## config.mk

```make
export PLATFORM = sky130hd
export DESIGN_NAME = shifter_normalize_unit
export DESIGN_NICKNAME = d
export VERILOG_FILES = /design/src/include/shifter_norm_pkg.sv /design/src/rtl/sign_count.sv /design/src/rtl/barrel_place.sv /design/src/rtl/shifter_normalize_unit.sv
export SDC_FILE = /design/constraint.sdc
export NUM_CORES = 1
export LEC_CHECK = 0
export BUFFER_PORTS_ARGS = -buffer_cell sky130_fd_sc_hd__buf_2
export CAP_MARGIN = 10
export CORE_UTILIZATION = 45
export CTS_CLUSTER_DIAMETER = 60
export DETAILED_ROUTE_END_ITERATION = 8
export GPL_TIMING_DRIVEN = 0
export HOLD_SLACK_MARGIN = 0.02
export PLACE_DENSITY = 0.68
export SYNTH_ARGS = -nofsm -noshare
export SYNTH_HDL_FRONTEND = slang
export SYNTH_HIERARCHICAL = 1
export SYNTH_SLANG_ARGS = --single-unit
```

## constraint.sdc

```tcl
create_clock -name clk_i -period 7.2 [get_ports clk_i]
set_clock_uncertainty 0.1 [all_clocks]
set_input_delay 0.72 -clock clk_i [delete_from_list [all_inputs] [get_ports clk_i]]
set_output_delay 0.72 -clock clk_i [all_outputs]
set_load 0.005 [all_outputs]
```

## src/include/shifter_norm_pkg.sv

```systemverilog
// Package of constants and types for the shifter normalize unit
package shifter_norm_pkg;

  // Data widths
  localparam int WORD_W = 16;
  localparam int CODE_W = 8;
  localparam int RESULT_W = 40;
  localparam int EXT_W = 8;
  localparam int COUNT_W = 5;
  localparam int WB_ADR_W = 8;
  localparam int WB_DAT_W = 32;

  // Register byte offsets on the bus
  localparam logic [WB_ADR_W-1:0] OFS_OPERAND = 8'h00;
  localparam logic [WB_ADR_W-1:0] OFS_FLAGS = 8'h04;
  localparam logic [WB_ADR_W-1:0] OFS_EXPONENT = 8'h08;
  localparam logic [WB_ADR_W-1:0] OFS_RES_BOTTOM = 8'h0C;
  localparam logic [WB_ADR_W-1:0] OFS_RES_MIDDLE = 8'h10;
  localparam logic [WB_ADR_W-1:0] OFS_RES_EXT = 8'h14;
  localparam logic [WB_ADR_W-1:0] OFS_COMMAND = 8'h18;
  localparam logic [WB_ADR_W-1:0] OFS_STATUS = 8'h1C;

  // Flag register bit positions
  localparam int FLAG_OVERFLOW_BIT = 0;
  localparam int FLAG_CARRY_BIT = 1;

  // Status register bit positions
  localparam int STAT_SIGN_BIT = 0;
  localparam int STAT_RES_OVF_BIT = 1;

  // Exponent values with special meaning
  localparam logic [WORD_W-1:0] EXP_PLUS_ONE = 16'h0001;
  localparam logic [WORD_W-1:0] EXP_ALL_SIGN = 16'hFFF1;
  localparam logic [CODE_W-1:0] CODE_PLUS_ONE = 8'h01;
  localparam logic [COUNT_W+1:0] LOW_EXP_BASE = 7'h0F;

  // Shift placement constants
  localparam logic signed [9:0] HI_REF_SHIFT = 10'sh010;
  localparam logic [5:0] MAX_LEFT = 6'h28;
  localparam logic [5:0] MAX_RIGHT = 6'h38;

  // Reset values
  localparam logic [WORD_W-1:0] RST_WORD = 16'h0000;
  localparam logic [RESULT_W-1:0] RST_RESULT = 40'h00_0000_0000;

  // Operation kinds and reference modes
  typedef enum logic {
    OP_DERIVE = 1'b0,
    OP_ALIGN = 1'b1
  } op_kind_t;

  typedef enum logic [1:0] {
    REF_UPPER = 2'h0,
    REF_LOWER = 2'h1,
    REF_OVF_AWARE = 2'h2,
    REF_SPARE = 2'h3
  } ref_mode_t;

  // Command word as written to the command register, bits [3:0]
  typedef struct packed {
    logic merge;
    ref_mode_t ref_mode;
    op_kind_t op;
  } cmd_t;

  localparam int CMD_W = 4;
  localparam cmd_t RST_CMD = '{merge: 1'b0, ref_mode: REF_UPPER, op: OP_DERIVE};

endpackage

```

## src/rtl/sign_count.sv

```systemverilog
// Counts leading bits equal to a reference sign, from the MSB down
module sign_count (
  // Operand and the sign it is compared with
  input wire logic [shifter_norm_pkg::WORD_W-1:0] operand_i,
  input wire logic sign_i,
  // Number of leading matching bits, 0 to 16
  output logic [shifter_norm_pkg::COUNT_W-1:0] count_o
);
  import shifter_norm_pkg::*;

  logic [WORD_W-1:0] prefix;

  // Each bit is set while every bit above it also matches the sign
  assign prefix[WORD_W-1] = (operand_i[WORD_W-1] == sign_i);
  genvar i;
  generate
    // Ascending loop keeps the genvar non-negative; assignment order is irrelevant
    for (i = 0; i < WORD_W - 1; i++) begin : g_prefix
      assign prefix[i] = prefix[i+1] & (operand_i[i] == sign_i);
    end
  endgenerate

  // Population count of the prefix mask
  always_comb begin
    count_o = '0;
    for (int k = 0; k < WORD_W; k++) begin
      count_o = count_o + {{(COUNT_W-1){1'b0}}, prefix[k]};
    end
  end

endmodule

```

## src/rtl/barrel_place.sv

```systemverilog
// Places a 16-bit operand anywhere in the 40-bit result field
module barrel_place (
  // Operand, signed shift code and placement options
  input wire logic [shifter_norm_pkg::WORD_W-1:0] operand_i,
  input wire logic [shifter_norm_pkg::CODE_W-1:0] code_i,
  input wire logic ref_lower_i,
  input wire logic ext_i,
  // Placed value
  output logic [shifter_norm_pkg::RESULT_W-1:0] placed_o
);
  import shifter_norm_pkg::*;

  logic [2*RESULT_W-1:0] wide;
  logic [3*RESULT_W+WORD_W-1:0] right_full;
  logic signed [9:0] amt;
  logic [5:0] left_amt;
  logic [5:0] right_amt;
  logic [9:0] neg_amt;

  // Operand sits just above the field's zero fill, extension bits above it
  assign wide = {{(RESULT_W-WORD_W){ext_i}}, operand_i, {RESULT_W{1'b0}}};

  // Upper reference adds one word of upshift so code 0 lands in the middle word
  assign amt = $signed({{2{code_i[CODE_W-1]}}, code_i}) + (ref_lower_i ? 10'sh000 : HI_REF_SHIFT);
  assign neg_amt = 10'(-amt);

  // Clamp: beyond these amounts the field is all zero or all extension
  always_comb begin
    left_amt = '0;
    right_amt = '0;
    if (!amt[9]) begin
      left_amt = (amt > $signed({4'h0, MAX_LEFT})) ? MAX_LEFT : amt[5:0];
    end else begin
      right_amt = (neg_amt > {4'h0, MAX_RIGHT}) ? MAX_RIGHT : neg_amt[5:0];
    end
  end

  // Right shifts pull extension bits in from the left
  assign right_full = {{(RESULT_W+WORD_W){ext_i}}, wide} >> right_amt;

  always_comb begin
    if (!amt[9]) begin
      placed_o = wide[2*RESULT_W-1-left_amt -: RESULT_W];
    end else begin
      placed_o = right_full[2*RESULT_W-1:RESULT_W];
    end
  end

endmodule

```

## src/rtl/shifter_normalize_unit.sv

```systemverilog
// Shifter normalize unit: exponent derivation and alignment behind a Wishbone slave
//
// Design decisions made here: the address map and the Wishbone slave port.
module shifter_normalize_unit (
  // Clock and reset
  input wire logic clk_i,
  input wire logic rst_i,
  // Wishbone classic slave
  input wire logic wb_cyc_i,
  input wire logic wb_stb_i,
  input wire logic wb_we_i,
  input wire logic [shifter_norm_pkg::WB_ADR_W-1:0] wb_adr_i,
  input wire logic [3:0] wb_sel_i,
  input wire logic [shifter_norm_pkg::WB_DAT_W-1:0] wb_dat_i,
  output logic [shifter_norm_pkg::WB_DAT_W-1:0] wb_dat_o,
  output logic wb_ack_o
);
  import shifter_norm_pkg::*;

  // Architectural state
  logic [WORD_W-1:0] alu_result_operand;
  logic alu_overflow_flag;
  logic alu_carry_flag;
  logic [WORD_W-1:0] shift_exponent_reg;
  logic [RESULT_W-1:0] result_accumulator;
  logic input_sign;
  cmd_t last_cmd;
  logic ack;
  logic [WB_DAT_W-1:0] rd_data;

  // Next values
  logic [WORD_W-1:0] next_alu_result_operand;
  logic next_alu_overflow_flag;
  logic next_alu_carry_flag;
  logic [WORD_W-1:0] next_shift_exponent_reg;
  logic [RESULT_W-1:0] next_result_accumulator;
  logic next_input_sign;
  cmd_t next_last_cmd;
  logic next_ack;
  logic [WB_DAT_W-1:0] next_rd_data;

  // Views of the result accumulator
  logic [WORD_W-1:0] result_bottom_word;
  logic [WORD_W-1:0] result_middle_word;
  logic [EXT_W-1:0] result_extension_word;
  logic result_overflow;

  // Bus decode
  logic bus_req;
  logic bus_commit;
  logic bus_write;
  logic [WB_DAT_W-1:0] wmask;
  cmd_t wr_cmd;

  // Datapath signals
  logic [COUNT_W-1:0] upper_count;
  logic [COUNT_W-1:0] lower_count;
  logic [WORD_W-1:0] upper_exp;
  logic [WORD_W-1:0] lower_exp;
  logic [COUNT_W+1:0] lower_mag;
  logic [CODE_W-1:0] align_code;
  logic align_lower;
  logic align_ext;
  logic [RESULT_W-1:0] placed;

  // Result word views
  assign result_bottom_word = result_accumulator[WORD_W-1:0];
  assign result_middle_word = result_accumulator[2*WORD_W-1:WORD_W];
  assign result_extension_word = result_accumulator[RESULT_W-1:2*WORD_W];

  // Result overflow: extension byte disagrees with middle word sign
  assign result_overflow = (result_extension_word != {EXT_W{result_middle_word[WORD_W-1]}});

  // A request is answered one cycle later; it takes effect on the acked edge
  assign bus_req = wb_cyc_i & wb_stb_i;
  assign bus_commit = bus_req & ack;
  assign bus_write = bus_commit & wb_we_i;

  // Byte lane mask from the selects
  genvar b;
  generate
    for (b = 0; b < 4; b++) begin : g_lane
      assign wmask[8*b +: 8] = {8{wb_sel_i[b]}};
    end
  endgenerate

  // Command taken from the low lane of the write data
  assign wr_cmd = cmd_t'(wb_dat_i[CMD_W-1:0]);

  // Upper half exponent: count of sign bits, one of which is not redundant
  sign_count u_upper_count (
    .operand_i(alu_result_operand),
    .sign_i(alu_result_operand[WORD_W-1]),
    .count_o(upper_count)
  );

  // Lower half is scanned against the sign kept from the upper half
  sign_count u_lower_count (
    .operand_i(alu_result_operand),
    .sign_i(input_sign),
    .count_o(lower_count)
  );

  // Exponent is minus the redundant sign count, sign-extended to 16 bits
  assign upper_exp = WORD_W'(1) - WORD_W'(upper_count);

  // Lower half continues the count from the fifteen already found
  assign lower_mag = LOW_EXP_BASE + (COUNT_W+2)'(lower_count);
  assign lower_exp = WORD_W'(0) - WORD_W'(lower_mag);

  // Only the low byte of the exponent steers the shift, negated for alignment
  assign align_code = CODE_W'(0) - shift_exponent_reg[CODE_W-1:0];
  assign align_lower = (wr_cmd.ref_mode == REF_LOWER);

  // Extension bit: zero below, carry when exponent is +1, else operand sign.
  // The overflow flag is not consulted here; a plain exponent load of +1
  // therefore also brings the carry in.
  always_comb begin
    if (align_lower) begin
      align_ext = 1'b0;
    end else if (shift_exponent_reg[CODE_W-1:0] == CODE_PLUS_ONE) begin
      align_ext = alu_carry_flag;
    end else begin
      align_ext = alu_result_operand[WORD_W-1];
    end
  end

  // Barrel placement of the operand into the 40-bit field
  barrel_place u_place (
    .operand_i(alu_result_operand),
    .code_i(align_code),
    .ref_lower_i(align_lower),
    .ext_i(align_ext),
    .placed_o(placed)
  );

  // Next state of the whole unit
  always_comb begin
    next_alu_result_operand = alu_result_operand;
    next_alu_overflow_flag = alu_overflow_flag;
    next_alu_carry_flag = alu_carry_flag;
    next_shift_exponent_reg = shift_exponent_reg;
    next_result_accumulator = result_accumulator;
    next_input_sign = input_sign;
    next_last_cmd = last_cmd;
    next_ack = bus_req & ~ack;
    next_rd_data = rd_data;

    // Read data is captured only for reads, so a write never disturbs the last value read
    if (bus_req && !ack && !wb_we_i) begin
      if (wb_adr_i == OFS_OPERAND) begin
        next_rd_data = {16'h0000, alu_result_operand};
      end else if (wb_adr_i == OFS_FLAGS) begin
        next_rd_data = '0;
        next_rd_data[FLAG_OVERFLOW_BIT] = alu_overflow_flag;
        next_rd_data[FLAG_CARRY_BIT] = alu_carry_flag;
      end else if (wb_adr_i == OFS_EXPONENT) begin
        next_rd_data = {16'h0000, shift_exponent_reg};
      end else if (wb_adr_i == OFS_RES_BOTTOM) begin
        next_rd_data = {16'h0000, result_bottom_word};
      end else if (wb_adr_i == OFS_RES_MIDDLE) begin
        next_rd_data = {16'h0000, result_middle_word};
      end else if (wb_adr_i == OFS_RES_EXT) begin
        next_rd_data = {24'h00_0000, result_extension_word};
      end else if (wb_adr_i == OFS_COMMAND) begin
        next_rd_data = {28'h000_0000, last_cmd};
      end else if (wb_adr_i == OFS_STATUS) begin
        next_rd_data = '0;
        next_rd_data[STAT_SIGN_BIT] = input_sign;
        next_rd_data[STAT_RES_OVF_BIT] = result_overflow;
      end else begin
        next_rd_data = '0;
      end
    end

    // Register writes, honouring byte lanes on the 16-bit registers
    if (bus_write) begin
      if (wb_adr_i == OFS_OPERAND) begin
        next_alu_result_operand = (alu_result_operand & ~wmask[WORD_W-1:0]) | (wb_dat_i[WORD_W-1:0] & wmask[WORD_W-1:0]);
      end else if (wb_adr_i == OFS_FLAGS) begin
        if (wb_sel_i[0]) begin
          next_alu_overflow_flag = wb_dat_i[FLAG_OVERFLOW_BIT];
          next_alu_carry_flag = wb_dat_i[FLAG_CARRY_BIT];
        end
      end else if (wb_adr_i == OFS_EXPONENT) begin
        next_shift_exponent_reg = (shift_exponent_reg & ~wmask[WORD_W-1:0]) | (wb_dat_i[WORD_W-1:0] & wmask[WORD_W-1:0]);
      end else if (wb_adr_i == OFS_RES_BOTTOM) begin
        next_result_accumulator[WORD_W-1:0] = (result_bottom_word & ~wmask[WORD_W-1:0]) | (wb_dat_i[WORD_W-1:0] & wmask[WORD_W-1:0]);
      end else if (wb_adr_i == OFS_RES_MIDDLE) begin
        next_result_accumulator[2*WORD_W-1:WORD_W] = (result_middle_word & ~wmask[WORD_W-1:0]) | (wb_dat_i[WORD_W-1:0] & wmask[WORD_W-1:0]);
      end else if (wb_adr_i == OFS_RES_EXT) begin
        if (wb_sel_i[0]) begin
          next_result_accumulator[RESULT_W-1:2*WORD_W] = wb_dat_i[EXT_W-1:0];
        end
      end else if (wb_adr_i == OFS_COMMAND && wb_sel_i[0]) begin
        // The command runs in this very cycle; its result is in place for the next access
        next_last_cmd = wr_cmd;
        if (wr_cmd.op == OP_DERIVE) begin
          // Derivation must precede alignment for a meaningful exponent
          case (wr_cmd.ref_mode)
            REF_OVF_AWARE: begin
              if (alu_overflow_flag) begin
                // Overflowed sum: exponent +1, the true sign is the inverted operand MSB
                next_shift_exponent_reg = EXP_PLUS_ONE;
                next_input_sign = ~alu_result_operand[WORD_W-1];
              end else begin
                next_shift_exponent_reg = upper_exp;
                next_input_sign = alu_result_operand[WORD_W-1];
              end
            end
            REF_LOWER: begin
              // Only an all-sign upper half leaves the exponent open
              if (shift_exponent_reg == EXP_ALL_SIGN) begin
                next_shift_exponent_reg = lower_exp;
              end
            end
            default: begin
              next_shift_exponent_reg = upper_exp;
              next_input_sign = alu_result_operand[WORD_W-1];
            end
          endcase
        end else begin
          // Alignment: overwrite, or OR into the previous half
          if (wr_cmd.merge) begin
            next_result_accumulator = result_accumulator | placed;
          end else begin
            next_result_accumulator = placed;
          end
        end
      end
    end
  end

  // Registers
  always_ff @(posedge clk_i) begin
    if (rst_i) begin
      alu_result_operand <= RST_WORD;
      alu_overflow_flag <= 1'b0;
      alu_carry_flag <= 1'b0;
      shift_exponent_reg <= RST_WORD;
      result_accumulator <= RST_RESULT;
      input_sign <= 1'b0;
      last_cmd <= RST_CMD;
      ack <= 1'b0;
      rd_data <= '0;
    end else begin
      alu_result_operand <= next_alu_result_operand;
      alu_overflow_flag <= next_alu_overflow_flag;
      alu_carry_flag <= next_alu_carry_flag;
      shift_exponent_reg <= next_shift_exponent_reg;
      result_accumulator <= next_result_accumulator;
      input_sign <= next_input_sign;
      last_cmd <= next_last_cmd;
      ack <= next_ack;
      rd_data <= next_rd_data;
    end
  end

  // Bus outputs straight from flip-flops
  assign wb_ack_o = ack;
  assign wb_dat_o = rd_data;

endmodule

```

After elaboration in Yosys (flattened, before gate mapping)
Index checks and enable logic that the tools add are counted.
{ "word_totals": {"register_bits": 112, "inputBits": 49, "out_inout_bits": 33, "wordCells": 217} }
{ "classes": {"addsub": 37, "order_cmp": 2, "n_eq_ne": 52, "shifts": 2, "mux": 36, "bitwise": 54, "reduce_logical": 21} }
{ "ops": {"columns": ["operator", "n"], "rows": [
  ["two-way mux 16 bit", 16],
  ["two-way mux 40 bit", 4],
  ["right shift 136 x 6 -> 80 bit", 1],
  ["adder 5 x 1 -> 5 bit", 27],
  ["variable part select 119 x 33 -> 40 bit", 1],
  ["AND 16 bit", 5],
  ["bitwise OR 16 bit", 4],
  ["bitwise OR 40 bit", 1],
  ["AND 1 bit", 33],
  ["equality test 8 x 5 -> 1 bit (second input constant)", 4],
  ["two-way mux 32 bit", 1],
  ["one-hot mux 16 bit (2 select lines)", 1],
  ["equality test 1 bit", 31],
  ["two-way mux 6 bit", 4],
  ["two-way mux 8 bit", 3],
  ["AND reduction 8 bit", 3],
  ["AND reduction 9 bit", 2],
  ["equality test 16 bit (second input constant)", 1],
  ["equality test 8 x 4 -> 1 bit (second input constant)", 2],
  ["NOT 16 bit", 1],
  ["inequality test 2 bit (second input constant)", 7],
  ["nonzero test 2 bit", 7],
  ["greater-than comparator 10 x 6 -> 1 bit (second input constant)", 1],
  ["greater-than comparator 10 x 7 -> 1 bit (second input constant)", 1],
  ["28 further kinds", 43]
]} }

Logic depth before layout (Yosys ltp)
{ "depth": {"ltp_word": 41, "ltp_mapped": 27, "depth_no_buf": 22} }

Modules after synthesis
Netlist, hierarchy kept.
{ "by_module_without_submodules": {"columns": ["mod", "instances", "cells_per_inst", "area_each_um2"], "rows": [
  ["shifter_normalize_unit", 1, 774, 5723.0],
  ["barrel_place", 1, 722, 4285.4],
  ["sign_count at u_upper_count", 1, 82, 705.7],
  ["sign_count at u_lower_count", 1, 79, 689.4]
]} }

Least setup slack after synthesis
OpenSTA, ideal clock, no wires.
{ "synth_timing": {"kind": "register -> register", "startpoint": "reg with a tool-made name", "endpoint": "reg with a tool-made name", "setup_time_ns": 0.091, "arrival_ns": 5.650, "required_time_ns": 7.009, "slack_ns": 1.359, "stages_incl_launch_ff": 22, "period_less_slack_ns": 5.841, "cell_sequence": "dfxtp_1 -> buf_2 -> nand3_1 -> o22a_1 -> inv_2 -> nand3_1 -> fa_1 -> inv_1 -> fa_1 -> fa_1 -> inv_1 -> fa_1 -> inv_1 -> ha_1 -> fa_1 -> xor2_1 -> inv_1 -> ha_1 -> o2bb2ai_1 -> a21oi_1 -> a31oi_1 -> a311oi_1"} }

==> results by group <==
Logic synthesis
  • Gate Count Post-Synth: between 1500 and 2000
  • Syn avg cell area: 6.88 sq um
  • Largest area contributor in the netlist: dfxtp_1
  • Post-synth EDFFs: 0
  • Adder-cell share of the synthesized area: 5.68%
  • Top cells by area, synth: dfxtp_1 (17%), a21oi_1 (7.4%), nand2_1 (7.4%), mux2i_1 (4.7%), nor2_1 (4.4%)
  • Async SR Flop Fraction: 0%
  • Multiplexer share of the synthesized area: under 10%
  • XOR/XNOR share of the synthesized area: between 2 and 2.5%
  • Synth Warn #: 6
  • Ys flop type: dfxtp_1
  • Commonest cells in the netlist: nand2_1 (225), a21oi_1 (169), nor2_1 (134), clkbuf_1 (100), dfxtp_1 (96)
  • Complex-gate fraction of the synthesized area: 31.0%
  • Most frequent cell after synthesis: nand2_1
  • Distinct cells, synth: 104
  • Synth Cell Area: around 11000 sq um
  • Synthesized flop and latch total: 96
  • Area share of the largest cell type after synthesis: 16.9%
  • Combinational family with the most area after synthesis: compound AO/OA/AOI/OAI gates
  • Post-synthesis sequential area ratio: between 15 and 20%
  • Simple-Gate Fraction of Synth Area: 29.6%

Power
  • Power Density: 97.1 nW/um^2
  • Clock power frac: 43.0%
  • Sw Ratio: roughly 29%
  • Logic pwr share: 12.4%
  • Pleak: around 4.5 nW
  • P_sw: 349 uW
  • Peak supply drop: 0.000101 V
  • Internal power: 855 uW
  • Seq pwr share: between 40 and 50%

CTS
  • Htree depth: 3
  • Clock latency on the worst-skew pair: approximately 360 ps
  • Cts-stage hold buffer count: 0
  • Num Clock Sinks: 96
  • Clock buffers created by TritonCTS: 9
  • Root Driver: clkbuf_16
  • Clock slew at reported path FFs: 80 ps
  • Longest Clk Path Bufs: 2
  • TritonCTS clock tree: built

GRT
  • Aggregate global-route resource usage: 39.5%
  • Remaining global-route overflow: 0
  • Largest net degree at the start of global routing: 22
  • First-pass GRT wire length: about 78000 um
  • Initial antenna violation count: 0
  • Vias in the first global route: ~13000

Setup path
  • R2r setup slk: 240 ps
  • Worst r2r path cells: 25
  • Startpoint Class: flip-flop
  • CP Class: reg2reg
  • Worst Path Arrival: 7140 ps
  • Crit end category: flip-flop
  • Worst Path Required: 7380 ps
  • CP max stage cell: dfxtp_1
  • CP peak stage delay: between 500 and 600 ps
  • Critical path fanouts, max: 10

Route
  • DR pass1 iterations: 8
  • DRT Wirelength: 52700 um
  • Vias per Instance: 6.82
  • WL per Instance: 25.7 um
  • DRC Markers: 0
  • Via Count: between 10000 and 15000
  • Antenna Nets Post-Route: 0
  • Number of DRC markers in iteration 0: 1951

Timing
  • Slew Viols, Final: 0
  • Relative slew margins: 19.6%
  • RSZ-0062 raised after global routing: false
  • Worst slew pin tran: 1200 ps
  • Hold WS: roughly 360 ps
  • Max frequency: between 100 and 150 MHz
  • # setup viols final: 0
  • Final hold violations: 0
  • Fin crit share: 96.6%
  • Crit path time final: 6960 ps

Run
  • Max Cap Viol: 0

Floorplanning
  • # rows: 57
  • Die W: about 160 um
  • IO Count: approximately 80
  • Core ar.: 24600 sq um
  • Die ar.: 26000 sq um
  • Initial core utilization: 46.3%
  • DIE HEIGHT: 161 um

Min path
  • Hold crit path type: reg2reg
  • Min-Delay Path Depth: 1
  • Hold path start: wb_ack_o$_SDFF_PP0_
  • Hold EP: wb_ack_o$_SDFF_PP0_

Layout
  • Synth-to-layout area growth: 8.76%
  • Share of layout cells above drive strength 1: under 10%
  • Final instance area: 12400 sq um
  • # nets final: 1815
  • Inserted Diodes: 0

Place
  • Gpl congestion: 1.05
  • HPWL Detailed: 40200 um
  • Placement Cell Area: 12100 sq um
  • IO Port Bufs: 42

Run status
  • Status: complete, no violations
## per-stage QoR
step	setup WS, ps	cells	util (%)	TNS, ps	total power, mW
after global routing	69.3	2054	50.4	0	1.23
after detailed placement	-346	2038	49.1	-1320	0.693
final	243	2054	50.4	0	1.20
after CTS	155	2054	50.3	0	1.19
after floorplan	1360	1672	-	0	0.637
after global placement	-518	2038	49.1	-3720	0.694
## cells in the final DEF (no fill, tap or decap), types with 18 or more instances in the layout
cell        n
nand4_1    22
buf_2      63
dfxtp_1    95
ha_1       23
a31oi_1    33
nand2_1   225
clkbuf_1  100
o22ai_1    19
fa_1       18
o21ai_0    86
mux2i_1    53
nor2_1    134
o211ai_1   29
inv_1      45
a21oi_1   169
a211oi_1   21
nor3_1     48
nand2b_1   53
nand3_1    85
buf_4      19
## cell type report
type | instances | area (sq um)
timing repair buffer | 42 | 210
multi-input combinational | 1373 | 8670
inverter | 50 | 188
tap | 324 | 405
buffer | 153 | 694
clock inverter | 7 | 83.8
sequential | 96 | 1920
clock buffer | 9 | 225
fill | 2535 | 12200
## routing by layer
metal	wire length (um)	vias to the layer above	GRT usage [%]
li1	-	6215	-
met3	5410	201	5.88
met1	20900	6587	51.3
met2	22900	999	61.9
met4	3540	0	23.7
met5	0	-	0
## worst max path at each step
| stage | end | slack (ps) | cells after the start | startpoint |
|---|---|---|---|---|
| after CTS | result_accumulator[35]$_SDFFE_PP0P_ | 150 | 22 | flip-flop |
| after global placement | result_accumulator[35]$_SDFFE_PP0P_ | -520 | 20 | wb_dat_i[1] |
| final | flip-flop | 240 | 25 | flip-flop |
| after detailed placement | result_accumulator[35]$_SDFFE_PP0P_ | -350 | 20 | wb_dat_i[1] |
| after floorplan | flip-flop | 1360 | 21 | flip-flop |
| after global routing | result_accumulator[35]$_SDFFE_PP0P_ | 70 | 22 | flip-flop |
## power groups by stage
stage / Clock [mW] / Combinational [mW] / Sequential [mW]
5_1_grt: 0.538 / 0.159 / 0.538
4_1_cts: 0.514 / 0.143 / 0.537
2_1_floorplan: 0 / 0.0867 / 0.550
3_3_place_gp: 0 / 0.144 / 0.549
6_report: 0.518 / 0.149 / 0.537
3_5_place_dp: 0 / 0.143 / 0.550
## critical path: cells and delay by family (launching register included)
kind / cells / cell delay, ps
simple gates: 7 / 1350
xor+xnor: 1 / 170
compound gates: 5 / 1260
flops: 1 / 590
buf+inv: 8 / 2280
fa+ha+maj: 4 / 1130
## logic make-up (layout without fill, tap and decap cells)
logic type / Yosys count / count (layout)
xor gates and xnor gates: 31 / 31
AOI/OAI and AO/OA: 530 / 530
buffers and inverters: 203 / 261
adders and majority gates: 41 / 41
DFF: 96 / 96
muxes: 71 / 71
other: 1 / 16
and+or+nand+nor: 684 / 684
## repair_timing
item                       CTS  global route
gates resized for setup      1             4
setup endpoints to repair    1            31
buffers inserted             0             0
pin swaps                    0             0
No activity file was read; power rests on OpenSTA's default activity.
